--- src/rtl/rswc_pkg.sv ---
// Constants, types and register map shared by the reset and wake-up controller.
// Assumes a 125 MHz system clock; every millisecond time below is turned into clock cycles here.
package rswc_pkg;

  // Clock rate in MHz, used to turn times into cycle counts.
  localparam int CLK_MHZ = 125;
  // Reset hold in most oscillator modes, in milliseconds.
  localparam int RST_HOLD_MS = 18;
  // Reset hold and wake delay in the low-frequency crystal mode, in milliseconds.
  localparam int LXT_HOLD_MS = 500;
  // Crystal start-up part of the high-crystal wake delay, in milliseconds.
  localparam int HXT_WAKE_MS = 2;
  // Oscillator settling clocks added to port and comparator wake delays in the RC and high-crystal modes.
  localparam int OSC_SETTLE_CLKS = 32;
  // Wake delay after an ADC completion, in ADC clock periods.
  localparam int ADC_WAKE_TAD = 15;
  // Default length of one ADC clock period in system clocks.
  localparam int ADC_TAD_CLKS = 16;

  // Derived cycle counts.
  localparam logic [31:0] HOLD_CYC = 32'(RST_HOLD_MS * 1000 * CLK_MHZ);
  localparam logic [31:0] LXT_CYC = 32'(LXT_HOLD_MS * 1000 * CLK_MHZ);
  localparam logic [31:0] HXT_WAKE_CYC = 32'(HXT_WAKE_MS * 1000 * CLK_MHZ + OSC_SETTLE_CLKS);
  localparam logic [31:0] RC_WAKE_CYC = 32'(OSC_SETTLE_CLKS);

  // Register byte offsets on the APB.
  localparam logic [7:0] OFS_STATUS = 8'h00;
  localparam logic [7:0] OFS_PULL_DN = 8'h04;
  localparam logic [7:0] OFS_OPEN_DR = 8'h08;
  localparam logic [7:0] OFS_PULL_HI = 8'h0C;
  localparam logic [7:0] OFS_WDT_CTRL = 8'h10;
  localparam logic [7:0] OFS_WAKE_CTRL = 8'h14;
  localparam logic [7:0] OFS_IRQ_FLAG = 8'h18;
  localparam logic [7:0] OFS_IRQ_MASK = 8'h1C;
  localparam logic [7:0] OFS_MODE = 8'h20;

  // Field positions.
  localparam int ST_T_BIT = 4;
  localparam int ST_P_BIT = 3;
  localparam int WDT_EN_BIT = 6;
  localparam int WK_PORT_BIT = 1;
  localparam int WK_CMP_BIT = 2;
  localparam int WK_ADC_BIT = 3;

  // Reset values and the bits cleared by a reset event.
  localparam logic [7:0] STATUS_RST = 8'h18;
  localparam logic [7:0] STATUS_POR_CLR = 8'hE0;
  localparam logic [7:0] IO_CTRL_RST = 8'hFF;
  localparam logic [7:0] WDT_CTRL_CLR = 8'hB0;
  localparam logic [7:0] WAKE_CTRL_CLR = 8'h30;
  localparam logic [7:0] ZERO8 = 8'h00;

  // Oscillator mode codes held in the mode register.
  localparam logic [1:0] OSC_RC = 2'h0;
  localparam logic [1:0] OSC_HXT = 2'h1;
  localparam logic [1:0] OSC_LXT = 2'h2;

  // Program counter values loaded after a reset or a wake-up.
  localparam logic [9:0] VEC_RESET = 10'h000;
  localparam logic [9:0] VEC_PORT = 10'h006;
  localparam logic [9:0] VEC_CMP = 10'h00F;
  localparam logic [9:0] VEC_ADC = 10'h00C;

  // Controller states.
  typedef enum logic [1:0] {ST_HOLD, ST_RUN, ST_SLEEP, ST_WAKE} rswc_state_t;

  // Which wake source started the wake delay.
  typedef enum logic [1:0] {WS_PORT, WS_CMP, WS_ADC} rswc_src_t;

  // One-cycle wake events from the port, comparator and ADC logic.
  typedef struct packed {
    logic port_chg;
    logic cmp_chg;
    logic adc_done;
  } rswc_wake_t;

  // Level controls sent to the core and its peripherals.
  typedef struct packed {
    logic core_rst;
    logic osc_run;
    logic timer_run;
    logic io_input;
    logic sleeping;
  } rswc_core_t;

endpackage

--- src/rtl/rswc_ctrl.sv ---
// Reset, sleep and wake-up controller with an APB register file.
// Assumes core events arrive on this clock; the reset pin and the watchdog tick are asynchronous.
`timescale 1ns/10ps
module rswc_ctrl import rswc_pkg::*; #(
  parameter logic [31:0] HOLD_CLKS = HOLD_CYC,
  parameter logic [31:0] LXT_CLKS = LXT_CYC,
  parameter logic [31:0] HXT_WAKE_CLKS = HXT_WAKE_CYC,
  parameter int TAD_CLKS = ADC_TAD_CLKS,
  parameter logic [15:0] WDT_LIMIT = 16'h00FF
) (
  input wire logic clock,
  input wire logic resetn,
  input wire logic psel,
  input wire logic penable,
  input wire logic pwrite,
  input wire logic [7:0] paddr,
  input wire logic [31:0] pwdata,
  output logic [31:0] prdata,
  output logic pready,
  output logic pslverr,
  input wire logic reset_pin_n,
  input wire logic wdt_tick,
  input wire logic sleep_instruction,
  input wire logic watchdog_clear_instruction,
  input wire logic global_irq_en,
  input wire logic adc_busy,
  input wire rswc_wake_t wake_evt,
  output rswc_core_t core_ctl,
  output logic pc_load,
  output logic [9:0] pc_value,
  output logic resume
);

  // Wake delay after an ADC completion, in system clocks.
  localparam logic [31:0] ADC_WAKE_CLKS = 32'(ADC_WAKE_TAD * TAD_CLKS);

  rswc_state_t state_q; // Controller state.
  rswc_src_t src_q; // Source of the pending wake.
  logic [31:0] cnt_q; // Hold and wake delay counter.
  logic [31:0] wake_lim_q; // Length of the pending wake delay.
  logic adc_keep_q; // Sleep entered during a conversion.
  logic [2:0] pin_sync_q; // Reset pin synchroniser chain.
  logic pin_lvl_q; // Filtered reset pin level.
  logic [2:0] tick_sync_q; // Watchdog tick synchroniser chain.
  logic tick_lvl_q; // Filtered watchdog tick level.
  logic [7:0] wdt_pre_q; // Watchdog prescaler.
  logic [15:0] wdt_cnt_q; // Watchdog counter.
  logic [7:0] status_reg, pull_down_ctrl, open_drain_ctrl, pull_high_ctrl;
  logic [7:0] watchdog_ctrl_mask, wake_ctrl_reg, interrupt_flag_reg, interrupt_mask_reg;
  logic [1:0] osc_mode_q; // Oscillator mode.
  logic pc_load_q, resume_q; // Registered core strobes.
  logic [9:0] pc_value_q; // Registered program counter value.

  logic wdt_en, tick_edge, wdt_to, pin_low, rst_evt, sleep_go;
  logic hold_done, wake_done, wake_any;
  logic [31:0] hold_lim;
  logic apb_wr, apb_rd_ok;

  // Watchdog enable, tick edge and timeout.
  assign wdt_en = watchdog_ctrl_mask[WDT_EN_BIT];
  assign tick_edge = (tick_sync_q[2] == tick_sync_q[1]) && (tick_sync_q[1] != tick_lvl_q);
  assign wdt_to = wdt_en && (wdt_cnt_q == WDT_LIMIT);
  // A reset event restarts the hold from any state.
  assign pin_low = !pin_lvl_q;
  assign rst_evt = pin_low || wdt_to;
  assign sleep_go = (state_q == ST_RUN) && sleep_instruction && !rst_evt;
  // Reset hold length depends on the oscillator mode.
  assign hold_lim = (osc_mode_q == OSC_LXT) ? LXT_CLKS : HOLD_CLKS;
  assign hold_done = (cnt_q == hold_lim - 32'h1);
  assign wake_done = (cnt_q == wake_lim_q - 32'h1);
  // Enabled wake events; a running watchdog masks all of them.
  assign wake_any = !wdt_en && ((wake_evt.port_chg && wake_ctrl_reg[WK_PORT_BIT])
    || (wake_evt.cmp_chg && wake_ctrl_reg[WK_CMP_BIT])
    || (wake_evt.adc_done && wake_ctrl_reg[WK_ADC_BIT]));

  // Level controls to the core.
  always_comb begin
    core_ctl.core_rst = (state_q == ST_HOLD);
    core_ctl.osc_run = (state_q != ST_SLEEP) || adc_keep_q;
    core_ctl.timer_run = (state_q == ST_RUN) || ((state_q == ST_SLEEP) && adc_keep_q);
    core_ctl.io_input = (state_q == ST_HOLD);
    core_ctl.sleeping = (state_q == ST_SLEEP) || (state_q == ST_WAKE);
  end
  assign pc_load = pc_load_q;
  assign pc_value = pc_value_q;
  assign resume = resume_q;

  // Reset pin: three flops, a change counts once the last two agree.
  always_ff @(posedge clock or negedge resetn) begin
    if (!resetn) begin
      pin_sync_q <= 3'h7;
      pin_lvl_q <= 1'b1;
    end else begin
      pin_sync_q <= {pin_sync_q[1:0], reset_pin_n};
      if (pin_sync_q[2] == pin_sync_q[1]) begin
        pin_lvl_q <= pin_sync_q[2];
      end
    end
  end

  // Watchdog tick from the RC oscillator, filtered the same way.
  always_ff @(posedge clock or negedge resetn) begin
    if (!resetn) begin
      tick_sync_q <= 3'h0;
      tick_lvl_q <= 1'b0;
    end else begin
      tick_sync_q <= {tick_sync_q[1:0], wdt_tick};
      if (tick_sync_q[2] == tick_sync_q[1]) begin
        tick_lvl_q <= tick_sync_q[2];
      end
    end
  end

  // Watchdog prescaler and counter; cleared by reset, sleep and the clear instruction.
  always_ff @(posedge clock or negedge resetn) begin
    if (!resetn) begin
      wdt_pre_q <= ZERO8;
      wdt_cnt_q <= 16'h0000;
    end else if (rst_evt || sleep_go || watchdog_clear_instruction) begin
      wdt_pre_q <= ZERO8;
      wdt_cnt_q <= 16'h0000;
    end else if (wdt_en && tick_edge) begin
      // The low three control bits set the prescale ratio as a power of two.
      if (wdt_pre_q == ((8'h02 << watchdog_ctrl_mask[2:0]) - 8'h01)) begin
        wdt_pre_q <= ZERO8;
        wdt_cnt_q <= wdt_cnt_q + 16'h0001;
      end else begin
        wdt_pre_q <= wdt_pre_q + 8'h01;
      end
    end
  end

  // Main sequence: hold, run, sleep and wake delay.
  always_ff @(posedge clock or negedge resetn) begin
    if (!resetn) begin
      state_q <= ST_HOLD;
      cnt_q <= 32'h0;
      src_q <= WS_PORT;
      wake_lim_q <= RC_WAKE_CYC;
      adc_keep_q <= 1'b0;
    end else if (rst_evt) begin
      // Pin or watchdog, awake or asleep, means a full reset hold.
      state_q <= ST_HOLD;
      cnt_q <= 32'h0;
      adc_keep_q <= 1'b0;
    end else begin
      case (state_q)
        ST_HOLD: begin
          if (hold_done) begin
            state_q <= ST_RUN;
            cnt_q <= 32'h0;
          end else begin
            cnt_q <= cnt_q + 32'h1;
          end
        end
        ST_RUN: begin
          if (sleep_go) begin
            state_q <= ST_SLEEP;
            adc_keep_q <= adc_busy;
          end
        end
        ST_SLEEP: begin
          if (wake_any) begin
            state_q <= ST_WAKE;
            cnt_q <= 32'h0;
            if (wake_evt.port_chg && wake_ctrl_reg[WK_PORT_BIT]) begin
              src_q <= WS_PORT;
            end else if (wake_evt.cmp_chg && wake_ctrl_reg[WK_CMP_BIT]) begin
              src_q <= WS_CMP;
            end else begin
              src_q <= WS_ADC;
            end
            // Delay by oscillator mode, or fifteen ADC clocks for ADC wake.
            if (!(wake_evt.port_chg && wake_ctrl_reg[WK_PORT_BIT])
                && !(wake_evt.cmp_chg && wake_ctrl_reg[WK_CMP_BIT])) begin
              wake_lim_q <= ADC_WAKE_CLKS;
            end else if (osc_mode_q == OSC_LXT) begin
              wake_lim_q <= LXT_CLKS;
            end else if (osc_mode_q == OSC_HXT) begin
              wake_lim_q <= HXT_WAKE_CLKS;
            end else begin
              wake_lim_q <= RC_WAKE_CYC;
            end
          end
        end
        ST_WAKE: begin
          if (wake_done) begin
            state_q <= ST_RUN;
            cnt_q <= 32'h0;
            adc_keep_q <= 1'b0;
          end else begin
            cnt_q <= cnt_q + 32'h1;
          end
        end
        default: begin
          state_q <= ST_HOLD;
        end
      endcase
    end
  end

  // Strobes to the core: reset vector, wake vector or plain resume.
  always_ff @(posedge clock or negedge resetn) begin
    if (!resetn) begin
      pc_load_q <= 1'b0;
      pc_value_q <= VEC_RESET;
      resume_q <= 1'b0;
    end else begin
      pc_load_q <= 1'b0;
      resume_q <= 1'b0;
      if (!rst_evt && (state_q == ST_HOLD) && hold_done) begin
        pc_load_q <= 1'b1;
        pc_value_q <= VEC_RESET;
      end else if (!rst_evt && (state_q == ST_WAKE) && wake_done) begin
        if (global_irq_en) begin
          pc_load_q <= 1'b1;
          pc_value_q <= (src_q == WS_PORT) ? VEC_PORT : (src_q == WS_CMP) ? VEC_CMP : VEC_ADC;
        end else begin
          resume_q <= 1'b1;
        end
      end
    end
  end

  // APB: zero wait states; unmapped addresses answer with an error.
  assign pready = 1'b1;
  assign apb_wr = psel && penable && pwrite;
  always_comb begin
    apb_rd_ok = 1'b1;
    case (paddr)
      OFS_STATUS: prdata = {24'h0, status_reg};
      OFS_PULL_DN: prdata = {24'h0, pull_down_ctrl};
      OFS_OPEN_DR: prdata = {24'h0, open_drain_ctrl};
      OFS_PULL_HI: prdata = {24'h0, pull_high_ctrl};
      OFS_WDT_CTRL: prdata = {24'h0, watchdog_ctrl_mask};
      OFS_WAKE_CTRL: prdata = {24'h0, wake_ctrl_reg};
      OFS_IRQ_FLAG: prdata = {24'h0, interrupt_flag_reg};
      OFS_IRQ_MASK: prdata = {24'h0, interrupt_mask_reg};
      OFS_MODE: prdata = {28'h0, state_q, osc_mode_q};
      default: begin
        prdata = 32'h0;
        apb_rd_ok = 1'b0;
      end
    endcase
  end
  assign pslverr = psel && penable && !apb_rd_ok;

  // Status register: cause flags follow the reset source, the top bits clear only at power-up.
  always_ff @(posedge clock or negedge resetn) begin
    if (!resetn) begin
      status_reg <= STATUS_RST;
    end else if (wdt_to) begin
      status_reg[ST_T_BIT] <= 1'b0;
      status_reg[ST_P_BIT] <= (state_q == ST_RUN) || (state_q == ST_HOLD);
    end else if (pin_low) begin
      if (state_q == ST_SLEEP || state_q == ST_WAKE) begin
        status_reg[ST_T_BIT] <= 1'b1;
        status_reg[ST_P_BIT] <= 1'b0;
      end
    end else if (watchdog_clear_instruction) begin
      status_reg[ST_T_BIT] <= 1'b1;
      status_reg[ST_P_BIT] <= 1'b1;
    end else if (apb_wr && paddr == OFS_STATUS) begin
      status_reg[7:5] <= pwdata[7:5];
      status_reg[2:0] <= pwdata[2:0];
    end
  end

  // Control registers: reset events load the port defaults, clear flags, mask and the owned control bits and keep the mode; otherwise software writes them.
  always_ff @(posedge clock or negedge resetn) begin
    if (!resetn) begin
      pull_down_ctrl <= IO_CTRL_RST;
      open_drain_ctrl <= IO_CTRL_RST;
      pull_high_ctrl <= IO_CTRL_RST;
      watchdog_ctrl_mask <= ZERO8;
      wake_ctrl_reg <= ZERO8;
      interrupt_flag_reg <= ZERO8;
      interrupt_mask_reg <= ZERO8;
      osc_mode_q <= OSC_RC;
    end else if (rst_evt) begin
      pull_down_ctrl <= IO_CTRL_RST;
      open_drain_ctrl <= IO_CTRL_RST;
      pull_high_ctrl <= IO_CTRL_RST;
      watchdog_ctrl_mask <= watchdog_ctrl_mask & ~WDT_CTRL_CLR;
      wake_ctrl_reg <= wake_ctrl_reg & ~WAKE_CTRL_CLR;
      interrupt_flag_reg <= ZERO8;
      interrupt_mask_reg <= ZERO8;
    end else if (apb_wr) begin
      case (paddr)
        OFS_PULL_DN: pull_down_ctrl <= pwdata[7:0];
        OFS_OPEN_DR: open_drain_ctrl <= pwdata[7:0];
        OFS_PULL_HI: pull_high_ctrl <= pwdata[7:0];
        OFS_WDT_CTRL: watchdog_ctrl_mask <= pwdata[7:0];
        OFS_WAKE_CTRL: wake_ctrl_reg <= pwdata[7:0];
        OFS_IRQ_FLAG: interrupt_flag_reg <= pwdata[7:0];
        OFS_IRQ_MASK: interrupt_mask_reg <= pwdata[7:0];
        OFS_MODE: osc_mode_q <= pwdata[1:0];
        default: begin
        end
      endcase
    end
  end

  // A filtered low on the reset pin puts the block into the hold.
  chk_pin_reset: assert property (@(posedge clock) disable iff (!resetn)
    pin_low |=> state_q == ST_HOLD && cnt_q == 32'h0) else $error("pin low did not hold");
  // A watchdog timeout resets and clears the time-out flag.
  chk_wdt_reset: assert property (@(posedge clock) disable iff (!resetn)
    wdt_to |=> state_q == ST_HOLD && !status_reg[ST_T_BIT]) else $error("wdt reset missed");
  // A pin reset during sleep or the wake delay marks the flags as a pin wake.
  chk_pin_wake_flags: assert property (@(posedge clock) disable iff (!resetn)
    pin_low && !wdt_to && (state_q == ST_SLEEP || state_q == ST_WAKE)
    |=> status_reg[ST_T_BIT] && !status_reg[ST_P_BIT]) else $error("pin wake flags wrong");
  // The hold ends only when the count reaches one less than the mode's limit.
  chk_hold_len: assert property (@(posedge clock) disable iff (!resetn)
    state_q == ST_HOLD ##1 state_q == ST_RUN |-> $past(cnt_q) == $past(hold_lim) - 32'h1)
    else $error("hold length wrong");
  // Leaving the hold loads the zero vector.
  chk_reset_vec: assert property (@(posedge clock) disable iff (!resetn)
    $past(state_q) == ST_HOLD && state_q == ST_RUN |-> pc_load_q && pc_value_q == VEC_RESET)
    else $error("reset vector wrong");
  // Oscillator and timers stop in sleep unless a conversion was running.
  chk_sleep_clk: assert property (@(posedge clock) disable iff (!resetn)
    state_q == ST_SLEEP |-> core_ctl.osc_run == adc_keep_q && core_ctl.timer_run == adc_keep_q)
    else $error("sleep clock control wrong");
  // Entering sleep clears the watchdog.
  chk_wdt_sleep: assert property (@(posedge clock) disable iff (!resetn)
    sleep_go |=> wdt_cnt_q == 16'h0000 && wdt_pre_q == ZERO8) else $error("wdt not cleared");
  // Any reset event loads the pull-high and open-drain defaults, clears flags and mask and makes the ports inputs.
  chk_reg_defaults: assert property (@(posedge clock) disable iff (!resetn)
    rst_evt |=> pull_high_ctrl == IO_CTRL_RST && open_drain_ctrl == IO_CTRL_RST
    && interrupt_flag_reg == ZERO8 && interrupt_mask_reg == ZERO8 && core_ctl.io_input)
    else $error("reset defaults wrong");
  // Any reset event clears the watchdog and the control bits that a reset owns.
  chk_wdt_bits_clear: assert property (@(posedge clock) disable iff (!resetn)
    rst_evt |=> wdt_cnt_q == 16'h0000 && wdt_pre_q == ZERO8
    && (watchdog_ctrl_mask & WDT_CTRL_CLR) == ZERO8 && (wake_ctrl_reg & WAKE_CTRL_CLR) == ZERO8)
    else $error("reset clear bits wrong");
  // With the watchdog enabled no wake bit starts a wake delay.
  chk_wake_masked: assert property (@(posedge clock) disable iff (!resetn)
    state_q == ST_SLEEP && wdt_en |=> state_q != ST_WAKE) else $error("wake not masked");
  // Disabled events leave the block asleep.
  chk_wake_ignore: assert property (@(posedge clock) disable iff (!resetn)
    state_q == ST_SLEEP && !wake_any && !rst_evt |=> state_q == ST_SLEEP)
    else $error("left sleep without cause");
  // An ADC wake with no enabled port or comparator event takes the ADC delay.
  chk_adc_delay: assert property (@(posedge clock) disable iff (!resetn)
    state_q == ST_SLEEP && wake_any && !rst_evt
    && !(wake_evt.port_chg && wake_ctrl_reg[WK_PORT_BIT])
    && !(wake_evt.cmp_chg && wake_ctrl_reg[WK_CMP_BIT]) |=> wake_lim_q == ADC_WAKE_CLKS)
    else $error("adc wake delay wrong");
  // End of a wake delay vectors or resumes as the global enable says.
  chk_wake_exit: assert property (@(posedge clock) disable iff (!resetn)
    state_q == ST_WAKE && wake_done && !rst_evt |=> (pc_load_q == $past(global_irq_en))
    && (resume_q == !$past(global_irq_en))) else $error("wake exit wrong");

endmodule

--- config.mk ---
export PLATFORM = sky130hd
export DESIGN_NAME = rswc_ctrl
export DESIGN_NICKNAME = d
export VERILOG_FILES = /design/src/rtl/rswc_pkg.sv /design/src/rtl/rswc_ctrl.sv
export SDC_FILE = /design/constraint.sdc
export NUM_CORES = 1
export LEC_CHECK = 0
export ABC_AREA = 1
export BUFFER_PORTS_ARGS = -buffer_cell sky130_fd_sc_hd__buf_2
export CORE_AREA = 2 2 188 116
export DETAILED_ROUTE_END_ITERATION = 12
export DIE_AREA = 0 0 190 118
export PLACE_DENSITY = 0.76
export SYNTH_ARGS = -nofsm -noshare
export SYNTH_HDL_FRONTEND = slang
export SYNTH_SLANG_ARGS = --single-unit
--- constraint.sdc ---
create_clock -name clock -period 3 [get_ports clock]
set_input_delay 0.3 -clock clock [delete_from_list [all_inputs] [get_ports clock]]
set_output_delay 0.3 -clock clock [all_outputs]
set_load 0.02 [all_outputs]
==> reports/results.tsv, run 1 <==
stage	metric	value	unit
run_status	outcome	finished clean	
global_route	initial antenna violation count	0	
timing	final worst path period share	91.5	%
die	io pins	105	
global_route	largest net degree at the start of global routing	88	
finish	FF+latch area	3690	um^2
setup_path	worst path required time	3290	ps
power_and_ir_drop	register share of total power	40.4	%
drt	DR WL/cell	16.3	um
drt	DRC Markers	0	
finish	FILL cells	1995	
clock_tree	H-Tree Depth	4	
clock_tree	CTS tree	built	
placed_design	DP Wirelength	19.9	mm
setup_path	CP max stage delay	400	ps
drt	via count	9041	
setup_path	critical path, cell by cell	ha_1 > nand3_1 > nor2_1 > nand2_1 > nor2_1 > nand3_1 > nand2_1 > nand2_2 > nand2_2 > a21oi_1	
drt	drt first pass iters	6	
die	Die W	190	um
timing	Slew Limit Fails	0	
yosys	Post-synth top flop	dfrtp_1	
global_route	first-pass GRT wire length	44.2	mm
timing	minimum clock period	2750	ps
setup_path	Worst Path Arrival	3030	ps
drt	DRT iter0 DRCs	1193	
finish	ANT cells	0	
finish	NumNets Final	1430	
yosys	Synth Area per Inst	7.06	um^2
power_and_ir_drop	clock group share of total power	37.4	%
power_and_ir_drop	Psw	1.92	mW
setup_path	Crit-path slowest cell	dfrtp_1	
global_route	grt total ovfl	0	
power_and_ir_drop	Pwr Density	536	nW/um^2
setup_path	Setup CP Type	register to register	
timing	Fmax	364	MHz
timing	final setup fails	0	
global_route	total track usage	24.9	%
finish	Final Instance Area	10300	um^2
power_and_ir_drop	VDD IR max	0.000440	V
yosys	post-synthesis cell type count	52	
setup_path	reg2reg end	cnt_q[20]	
clock_tree	Post-CTS Setup Repair Bufs	0	
clock_tree	total CTS buffers	17	
timing	RSZ-0062 raised after global routing	false	
drt	Post-Route WL	27.0	mm
global_route	vias in the first global route	8217	
clock_tree	CTS clk-pin slew, worst paths	70	ps
hold_path	Hold Path Class	input port to register	
timing	Max-slew headroom	46.1	%
yosys	Seq/Total Area, Yosys	39.3	%
finish	Top reg by flops	cnt_q	
finish	Largest regs	cnt_q: 32 flops, wdt_cnt_q: 16 flops	
finish	Finished Core Util	49.9	%
power_and_ir_drop	Int Pwr	3.61	mW
die	Die H	118	um
timing	worst-margin pin slew	808	ps
finish	non-filler cells, final	1658	
yosys	Post-Syn Instances	1331	
finish	commonest non-fill, non-tap cell in the layout	nand2_1	
setup_path	startpoint types	register	
timing	Final WS setup	255	ps
die	die area	22400	um^2
placed_design	dpl cells	1623	
finish	area grow syn2layout	9.84	%
yosys	Yosys Warn Count	0	
drt	Detail Route met2 WL	10.2	mm
yosys	Post-Syn Area	9390	um^2
flow_run	maxcap violations	0	
finish	Largest register FFs	32	
drt	uppermost routed layer	met4	
setup_path	CP endpoint kind	register	
finish	most frequent cells in the layout	nand2_1, nor2_1, inv_1	
placed_design	Final GP Congestion	0.995	
setup_path	R2R cell count	10	
power_and_ir_drop	Comb pwr share	22.3	%
setup_path	worst setup path startpoint	cnt_q[0]	
clock_tree	CTS Sinks	146	
setup_path	flop-to-flop setup slack	250	ps
timing	Setup TNS	0	ps
setup_path	CP max FO	13	
power_and_ir_drop	cell leakage power	4.86	nW
finish	fraction of layout instances using a drive strength above 1	13.1	%
clock_tree	Clk Latency, worst-skew pair	440	ps
drt	number of antenna-violating nets in the routed design	0	
yosys	flop and latch count out of synthesis	146	
timing	hold_ws	107	ps
clock_tree	CTS max path bufs	2	
setup_path	RR Startpoint	cnt_q[0]	
placed_design	placed instance area	9740	um^2
die	Core Box Area	20700	um^2
placed_design	pre-CTS WS	318	ps
drt	DR vias/cell	5.45	
timing	clock skew	12.6	ps
drt	met3 wire length	3.77	mm
die	Starting Density	45.4	%
power_and_ir_drop	Sw Share	34.6	%
drt	Routed met1 length	12.8	mm
die	Rows	41	
clock_tree	root buffer cell	clkbuf_16	
yosys	Post-synth EDFFs	0	
timing	Final Hold Viols	0	
placed_design	I/O Buffers	49	
setup_path	CP Capture Point	cnt_q[20]	
power_and_ir_drop	power consumption	5.53	mW
finish	multi-input logic area	4770	um^2
yosys	async set-reset flop share out of synthesis	100	%
==> worst min path at each step <==
stage / start / to / slack (ps) / cells past startpoint
after floorplan: resetn / adc_keep_q / 4 / 0
after global placement: tick_sync_q[0] / tick_sync_q[1] / 330 / 0
after detailed placement: tick_sync_q[0] / tick_sync_q[1] / 340 / 0
after CTS: global_irq_en / resume / 90 / 2
after global routing: global_irq_en / resume / 110 / 2
final: global_irq_en / resume / 110 / 2
==> metal layers <==
metal,track usage (%),vias up
li1,-,4332
met1,39.6,4210
met2,31.4,475
met3,9.72,24
met4,3.73,0
met5,0,-
==> worst max-delay path, delay by kind of cell (launching register included) <==
kind,cells,cell delay [ps]
DFF,1,400
and+or+nand+nor,8,1750
adders and majority gates,1,300
AOI/OAI and AO/OA,1,130
==> synth_stat cells, types with 2 or more instances <==
| master | instances | area, um^2 |
|---|---|---|
| a21oi_1 | 70 | 350 |
| a221oi_1 | 3 | 26.3 |
| a22o_1 | 8 | 70.1 |
| a22oi_1 | 2 | 15.0 |
| buf_2 | 35 | 175 |
| buf_4 | 36 | 270 |
| buf_6 | 5 | 56.3 |
| clkbuf_1 | 6 | 22.5 |
| clkinv_1 | 2 | 7.51 |
| conb_1 | 2 | 7.51 |
| dfrtp_1 | 116 | 2900 |
| dfstp_2 | 30 | 788 |
| ha_1 | 10 | 125 |
| inv_1 | 127 | 477 |
| inv_2 | 4 | 15.0 |
| nand2_1 | 347 | 1300 |
| nand2_2 | 9 | 56.3 |
| nand2_4 | 3 | 33.8 |
| nand3_1 | 116 | 581 |
| nand3_2 | 2 | 20.0 |
| nand3b_1 | 6 | 45.0 |
| nand4_1 | 39 | 244 |
| nor2_1 | 175 | 657 |
| nor2_2 | 2 | 12.5 |
| nor2_4 | 2 | 22.5 |
| nor3_1 | 29 | 145 |
| nor4_1 | 3 | 18.8 |
| o21ai_0 | 65 | 325 |
| o21ai_1 | 6 | 30.0 |
| o21ai_2 | 19 | 166 |
| o21bai_1 | 2 | 15.0 |
| o22ai_1 | 4 | 25.0 |
| or2_2 | 7 | 43.8 |
| xnor2_1 | 9 | 78.8 |
| xor2_1 | 13 | 114 |
==> power groups by stage <==
stage	Sequential [mW]	Clock (mW)	Combinational, mW
finish	2.23	2.06	1.23
global route	2.25	2.17	1.35
CTS	2.23	2.08	1.21
detailed placement	2.26	0	1.19
global placement	2.25	0	1.16
floorplan	2.24	0	0.889
==> area by class of cell <==
class | instances | share of cell area (%)
Sequential cell | 146 | 35.8
Inverter | 134 | 4.92
Multi-Input combinational cell | 996 | 46.2
Clock buffer | 20 | 4.33
Tap cell | 279 | 3.38
Timing Repair Buffer | 71 | 4.35
Clock inverter | 12 | 1.01
==> cells by family (layout without fill, tap and decap cells) <==
family / count (synthesis) / count (layout) / synth area share (%)
compound gates: 189 / 189 / 11.8
buf+inv: 218 / 237 / 11.1
flops: 146 / 146 / 39.3
fa+ha+maj: 11 / 11 / 1.44
simple gates: 743 / 743 / 34.3
xor+xnor: 22 / 22 / 2.05
other cells: 2 / 31 / 0.0800
==> repair_timing <==
| action | CTS | global route |
|---|---|---|
| endpoints found under the hold margin | 61 | 0 |
| gates resized for setup | 0 | 0 |
| endpoints found under the setup margin | 0 | 0 |
| hold buffers | 3 | 0 |
Note: power is estimated with default switching activity, not from simulation.
==> inputs of run 2 (changes only) <==
==> constraint.sdc (replaced) <==
create_clock -name clock -period 2.59 [get_ports clock]
set_input_delay 0.259 -clock clock [delete_from_list [all_inputs] [get_ports clock]]
set_output_delay 0.259 -clock clock [all_outputs]
set_load 0.1 [all_outputs]
==> run 2 against run 1 <==
Against the previous run:
- non-clock buffer count rose by 9
- sequential power rose by 16%
- via count rose by 2.3%
- maximum frequency rose by 12%
- clock power rose by 16%
- total power rose by 25%
- largest cell class unchanged
- largest power group unchanged
==> reports/results.tsv, run 2 (synthesis results as in run 1) <==
stage	metric	value	unit	change
timing	final worst path period share	94.3	%	+2.8 points
clock_tree	H-Tree Depth	4		unchanged
global_route	largest net degree at the start of global routing	64		-27%
finish	Top reg by flops	cnt_q		
power_and_ir_drop	Psw	2.74	mW	+43%
power_and_ir_drop	cell leakage power	4.93	nW	+1.5%
setup_path	Setup CP Type	register to register		
finish	commonest non-fill, non-tap cell in the layout	nand2_1		
setup_path	CP max FO	18		+5
clock_tree	root buffer cell	clkbuf_16		
timing	final setup fails	0		unchanged
global_route	first-pass GRT wire length	43.7	mm	-1.0%
timing	Final Hold Viols	0		unchanged
finish	ANT cells	0		unchanged
die	Starting Density	45.4	%	unchanged
timing	Slew Limit Fails	0		unchanged
finish	Largest regs	cnt_q: 32 flops, wdt_cnt_q: 16 flops		
setup_path	worst path required time	2960	ps	-330 ps
finish	NumNets Final	1440		+0.70%
die	die area	22400	um^2	unchanged
setup_path	Worst Path Buf+Inv	1		+1
drt	DR vias/cell	5.55		+1.7%
clock_tree	CTS Sinks	146		unchanged
setup_path	CP max stage delay	440	ps	+40 ps
setup_path	flop-to-flop setup slack	150	ps	-110 ps
die	Die W	190	um	unchanged
power_and_ir_drop	Pwr Density	655	nW/um^2	+22%
drt	via count	9252		+2.3%
clock_tree	CTS clk-pin slew, worst paths	60	ps	about the same
power_and_ir_drop	Comb pwr share	28.2	%	+5.9 points
clock_tree	Clk Latency, worst-skew pair	440	ps	about the same
setup_path	critical path's most frequent cell	nand2_4		
finish	Largest register FFs	32		unchanged
drt	DR WL/cell	16.5	um	+1.5%
power_and_ir_drop	Sw Share	39.6	%	+4.9 points
placed_design	Final GP Congestion	0.981		-1.4%
clock_tree	CTS max path bufs	2		unchanged
global_route	initial antenna violation count	0		unchanged
power_and_ir_drop	clock group share of total power	34.4	%	-3.0 points
drt	number of antenna-violating nets in the routed design	0		unchanged
clock_tree	CTS tree	built		
drt	drt first pass iters	6		unchanged
finish	area grow syn2layout	12.4	%	
power_and_ir_drop	Int Pwr	4.18	mW	+16%
flow_run	maxcap violations	0		unchanged
timing	clock skew	13.7	ps	+1.13 ps
die	Die H	118	um	unchanged
timing	RSZ-0062 raised after global routing	false		
finish	most frequent cells in the layout	nand2_1, nor2_1, inv_1		
placed_design	pre-CTS WS	27.2	ps	-291 ps
timing	Max-slew headroom	52.0	%	+5.9 points
timing	Fmax	409	MHz	+12%
timing	Final WS setup	148	ps	-107 ps
die	Core Box Area	20700	um^2	unchanged
global_route	grt total ovfl	0		unchanged
die	io pins	105		unchanged
setup_path	critical path, cell by cell	ha_1 > nand2_1 > nor2_4 > nand3_4 > nand2_4 > inv_6 > nand2_4 > nor2_4 > nand2_4 > nand2_4 > nand2_1 > o21ai_2		
setup_path	startpoint types	register		
clock_tree	Post-CTS Setup Repair Bufs	0		unchanged
global_route	total track usage	24.9	%	about the same
hold_path	Hold Path Class	input port to register		
die	Rows	41		unchanged
clock_tree	total CTS buffers	17		unchanged
drt	Post-Route WL	27.5	mm	+2.1%
finish	multi-input logic area	4820	um^2	+1.0%
finish	Finished Core Util	51.1	%	+1.2 points
finish	Final Instance Area	10600	um^2	+2.4%
setup_path	CP endpoint kind	register		
power_and_ir_drop	VDD IR max	0.00107	V	+140%
setup_path	Crit-path slowest cell	dfrtp_1		
placed_design	I/O Buffers	49		unchanged
timing	worst-margin pin slew	720	ps	-88.6 ps
finish	FF+latch area	3690	um^2	unchanged
placed_design	placed instance area	9930	um^2	+2.0%
run_status	outcome	finished clean		
drt	DRT iter0 DRCs	1276		+7.0%
setup_path	Worst Path Arrival	2810	ps	-220 ps
setup_path	delay-heaviest family, CP	simple AND/OR/NAND/NOR gates		
power_and_ir_drop	register share of total power	37.4	%	-3.0 points
finish	fraction of layout instances using a drive strength above 1	14.1	%	+0.99 points
timing	minimum clock period	2440	ps	-303 ps
drt	DRC Markers	0		unchanged
global_route	vias in the first global route	8132		-1.0%
finish	FILL cells	1967		-1.4%
placed_design	DP Wirelength	20.3	mm	+1.5%
## run 2: stage by stage
stage	std cells	hold slack, ps	power [mW]	TNS, ps
after floorplan	1360	-36.6	4.09	-179
after global placement	1632	286	4.45	0
after detailed placement	1632	289	4.48	0
after CTS	1667	45.2	6.87	0
after global routing	1668	63.8	7.20	0
final	1668	51.1	6.91	0
## run 2: repair_timing
action,in CTS,in global routing
gates cloned,0,1
hold buffers,3,0
setup endpoints to repair,3,33
pin swaps,0,0
hold endpoints to repair,39,0
gates resized for setup,1,6
## run 2: power groups by stage
stage / clock network (mW) / registers, mW / logic, mW
2_1_floorplan: 0 / 2.59 / 1.50
3_3_place_gp: 0 / 2.61 / 1.84
3_5_place_dp: 0 / 2.62 / 1.87
4_1_cts: 2.40 / 2.58 / 1.89
5_1_grt: 2.51 / 2.60 / 2.08
6_report: 2.38 / 2.58 / 1.95
## run 2: area by class of cell
cell class / count / share of cell area [%]
Clock buffer: 20 / 4.43
Clock inverter: 12 / 0.841
Inverter: 134 / 4.82
Multi-Input combinational cell: 997 / 45.6
Sequential cell: 146 / 35.0
Tap cell: 279 / 3.31
Timing Repair Buffer: 80 / 6.03
## run 2: final timing paths
path | startpoint | end | cells past startpoint
max | wdt_cnt_q[0] | wdt_cnt_q[10] | 12
min | global_irq_en | resume | 2
max reg2reg | wdt_cnt_q[0] | wdt_cnt_q[10] | 12
min reg2reg | tick_sync_q[0] | tick_sync_q[1] | 0
max in group asynchronous | resetn | resume | 3
min in group asynchronous | resetn | watchdog_ctrl_mask[4] | 2
## run 2: worst register-to-register path, stage by stage, from the launching register on
cell and delay [ps]:
dfrtp_1 440, ha_1 240, nand2_1 170, nor2_4 100, nand3_4 160, nand2_4 150
inv_6 170, nand2_4 70, nor2_4 190, nand2_4 190, nand2_4 320, nand2_1 110
o21ai_2 70
## run 2: layer usage
| metal | vias up | wire length (um) | part of all wire [%] | global-route usage [%] |
|---|---|---|---|---|
| li1 | 4351 | - | - | - |
| met1 | 4330 | 13200 | 48 | 39.5 |
| met2 | 527 | 10500 | 38 | 31.6 |
| met3 | 44 | 3470 | 13 | 8.44 |
| met4 | 0 | 367 | 1.3 | 5.52 |
| met5 | - | 0 | 0 | 0 |
==> inputs of run 3 (changes only) <==
clock period = 2.6 ns   (was 2.59 ns; I/O delays follow)
==> run 3 against run 2 <==
Against the previous run:
- combinational power decreased by 2%
- via count decreased by 0.75%
- critical endpoint is now core_ctl[2]
- largest power group unchanged
- register-to-register slack improved by 50 ps
- die area unchanged
- clock-buffer cell count increased by 3
- cell count decreased by 0.24%
==> reports/results.tsv, run 3 (synthesis results as in run 1) <==
stage	metric	value	unit	change
timing	final worst path period share	94.0	%	
finish	area grow syn2layout	12.3	%	
setup_path	Worst Path Arrival	2190	ps	-620 ps
finish	fraction of layout instances using a drive strength above 1	13.8	%	-0.32 points
finish	multi-input logic area	4800	um^2	-0.34%
timing	hold_ws	82.7	ps	+31.6 ps
die	Die H	118	um	unchanged
setup_path	CP Capture Point	core_ctl[2]		
setup_path	Crit-path slowest cell	buf_2		
global_route	total track usage	24.3	%	-0.60 points
finish	Largest register FFs	32		unchanged
setup_path	CP max stage delay	450	ps	about the same
power_and_ir_drop	power consumption	6.91	mW	about the same
timing	Slew Limit Fails	0		unchanged
power_and_ir_drop	cell leakage power	4.92	nW	-0.13%
clock_tree	total CTS buffers	17		unchanged
setup_path	Setup CP Type	register to output port		
setup_path	CP endpoint kind	output port		
setup_path	worst path required time	2340	ps	-620 ps
clock_tree	Clk Latency, worst-skew pair	430	ps	about the same
global_route	grt total ovfl	0		unchanged
global_route	initial antenna violation count	0		unchanged
global_route	vias in the first global route	8042		-1.1%
drt	DRC Markers	0		unchanged
finish	FILL cells	2009		+2.1%
finish	most frequent cells in the layout	nand2_1, nor2_1, inv_1		
placed_design	dpl cells	1629		-0.18%
finish	ANT cells	0		unchanged
timing	minimum clock period	2450	ps	
clock_tree	CTS clk-pin slew, worst paths	60	ps	about the same
clock_tree	root buffer cell	clkbuf_16		
drt	number of antenna-violating nets in the routed design	0		unchanged
setup_path	critical path, cell by cell	inv_1 > ha_1 > buf_4 > inv_1 > o21ai_1 > buf_2		
finish	NumNets Final	1436		-0.28%
drt	Post-Route WL	27.0	mm	-2.0%
timing	clock skew	13.5	ps	-0.198 ps
timing	RSZ-0062 raised after global routing	false		
clock_tree	Post-CTS Setup Repair Bufs	0		unchanged
flow_run	maxcap violations	0		unchanged
die	Die W	190	um	unchanged
clock_tree	H-Tree Depth	4		unchanged
placed_design	I/O Buffers	49		unchanged
drt	drt first pass iters	5		-1
die	Core Box Area	20700	um^2	unchanged
run_status	outcome	finished clean		
setup_path	worst setup path startpoint	state_q[0]		
drt	DR vias/cell	5.52		-0.51%
timing	worst-margin pin slew	730	ps	+10.6 ps
power_and_ir_drop	VDD IR max	0.00131	V	+22%
placed_design	DP Wirelength	19.9	mm	-1.6%
global_route	largest net degree at the start of global routing	78		+22%
finish	Largest regs	cnt_q: 32 flops, wdt_cnt_q: 16 flops		
drt	via count	9183		-0.75%
timing	Fmax	409	MHz	
finish	non-filler cells, final	1664		-0.24%
timing	Final Hold Viols	0		unchanged
global_route	first-pass GRT wire length	42.9	mm	-1.9%
drt	DR WL/cell	16.2	um	-1.8%
clock_tree	CTS tree	built		
setup_path	CP max FO	13		-5
setup_path	startpoint types	register		
finish	Top reg by flops	cnt_q		
setup_path	RR Startpoint	cnt_q[7]		
hold_path	Hold Path Class	input port to register		
setup_path	critical path's most frequent cell	inv_1		
timing	final setup fails	0		unchanged
clock_tree	CTS max path bufs	2		unchanged
placed_design	Final GP Congestion	0.993		+1.3%
die	io pins	105		unchanged
finish	commonest non-fill, non-tap cell in the layout	nand2_1		
setup_path	R2R cell count	11		-1
die	Starting Density	45.4	%	unchanged
setup_path	flop-to-flop setup slack	200	ps	+50 ps
setup_path	reg2reg end	cnt_q[4]		
drt	DRT iter0 DRCs	1073		-16%
die	Rows	41		unchanged
clock_tree	CTS Sinks	146		unchanged
power_and_ir_drop	Pwr Density	655	nW/um^2	about the same
die	die area	22400	um^2	unchanged
finish	Finished Core Util	51.0	%	-0.073 points
finish	FF+latch area	3690	um^2	unchanged
timing	Max-slew headroom	51.3	%	-0.70 points
[run 3: per-layer routing]
metal  GRT usage [%]  vias to the layer above  part of all wire [%]
met5               0                        -                     0
met4            4.65                        0                  0.97
met3            8.56                       29                    14
met2            30.2                      513                    38
met1            39.3                     4296                    48
li1                -                     4345                     -
[run 3: worst min path at each step]
stage,slack (ps),startpoint,endpoint,depth (start not counted)
final,80,global_irq_en,resume,2
after global placement,340,resetn,watchdog_ctrl_mask[5],1
after detailed placement,340,resetn,watchdog_ctrl_mask[5],1
after floorplan,-40,resetn,adc_keep_q,0
after global routing,90,global_irq_en,resume,2
after CTS,80,global_irq_en,resume,2
[run 3: worst max-delay path: cells and delay by family, from the launching register on]
| family | cells | cell delay (ps) |
|---|---|---|
| buffers and inverters | 4 | 950 |
| AO/OA/AOI/OAI | 1 | 180 |
| adder cells (fa/ha/maj) | 1 | 190 |
| flip-flops | 1 | 440 |
[run 3: stage by stage]
step	setup slack, ps	cell area, um^2	setup TNS (ps)
after floorplan	-171	9510	-171
after global placement	169	9910	0
after detailed placement	59.4	9910	0
after CTS	21.1	10500	0
after global routing	10.4	10500	0
final	155	10500	0
[run 3: power by group]
| part | switching (mW) | internal [mW] |
|---|---|---|
| clock network | 1.00 | 1.42 |
| registers | 0.107 | 2.46 |
| logic | 1.54 | 0.375 |
| total | 2.65 | 4.26 |
[run 3: what timing repair did]
item,in CTS,in global routing
gates resized for setup,0,5
hold endpoints to repair,52,0
hold buffers,3,0
endpoints found under the setup margin,0,33
[run 3: area by class of cell]
cell class	count	share of cell area, %
Sequential cell	146	35.0
Clock buffer	23	4.95
Tap cell	279	3.31
Multi-Input combinational cell	996	45.5
Timing Repair Buffer	77	5.83
Inverter	134	4.82
Clock inverter	9	0.570
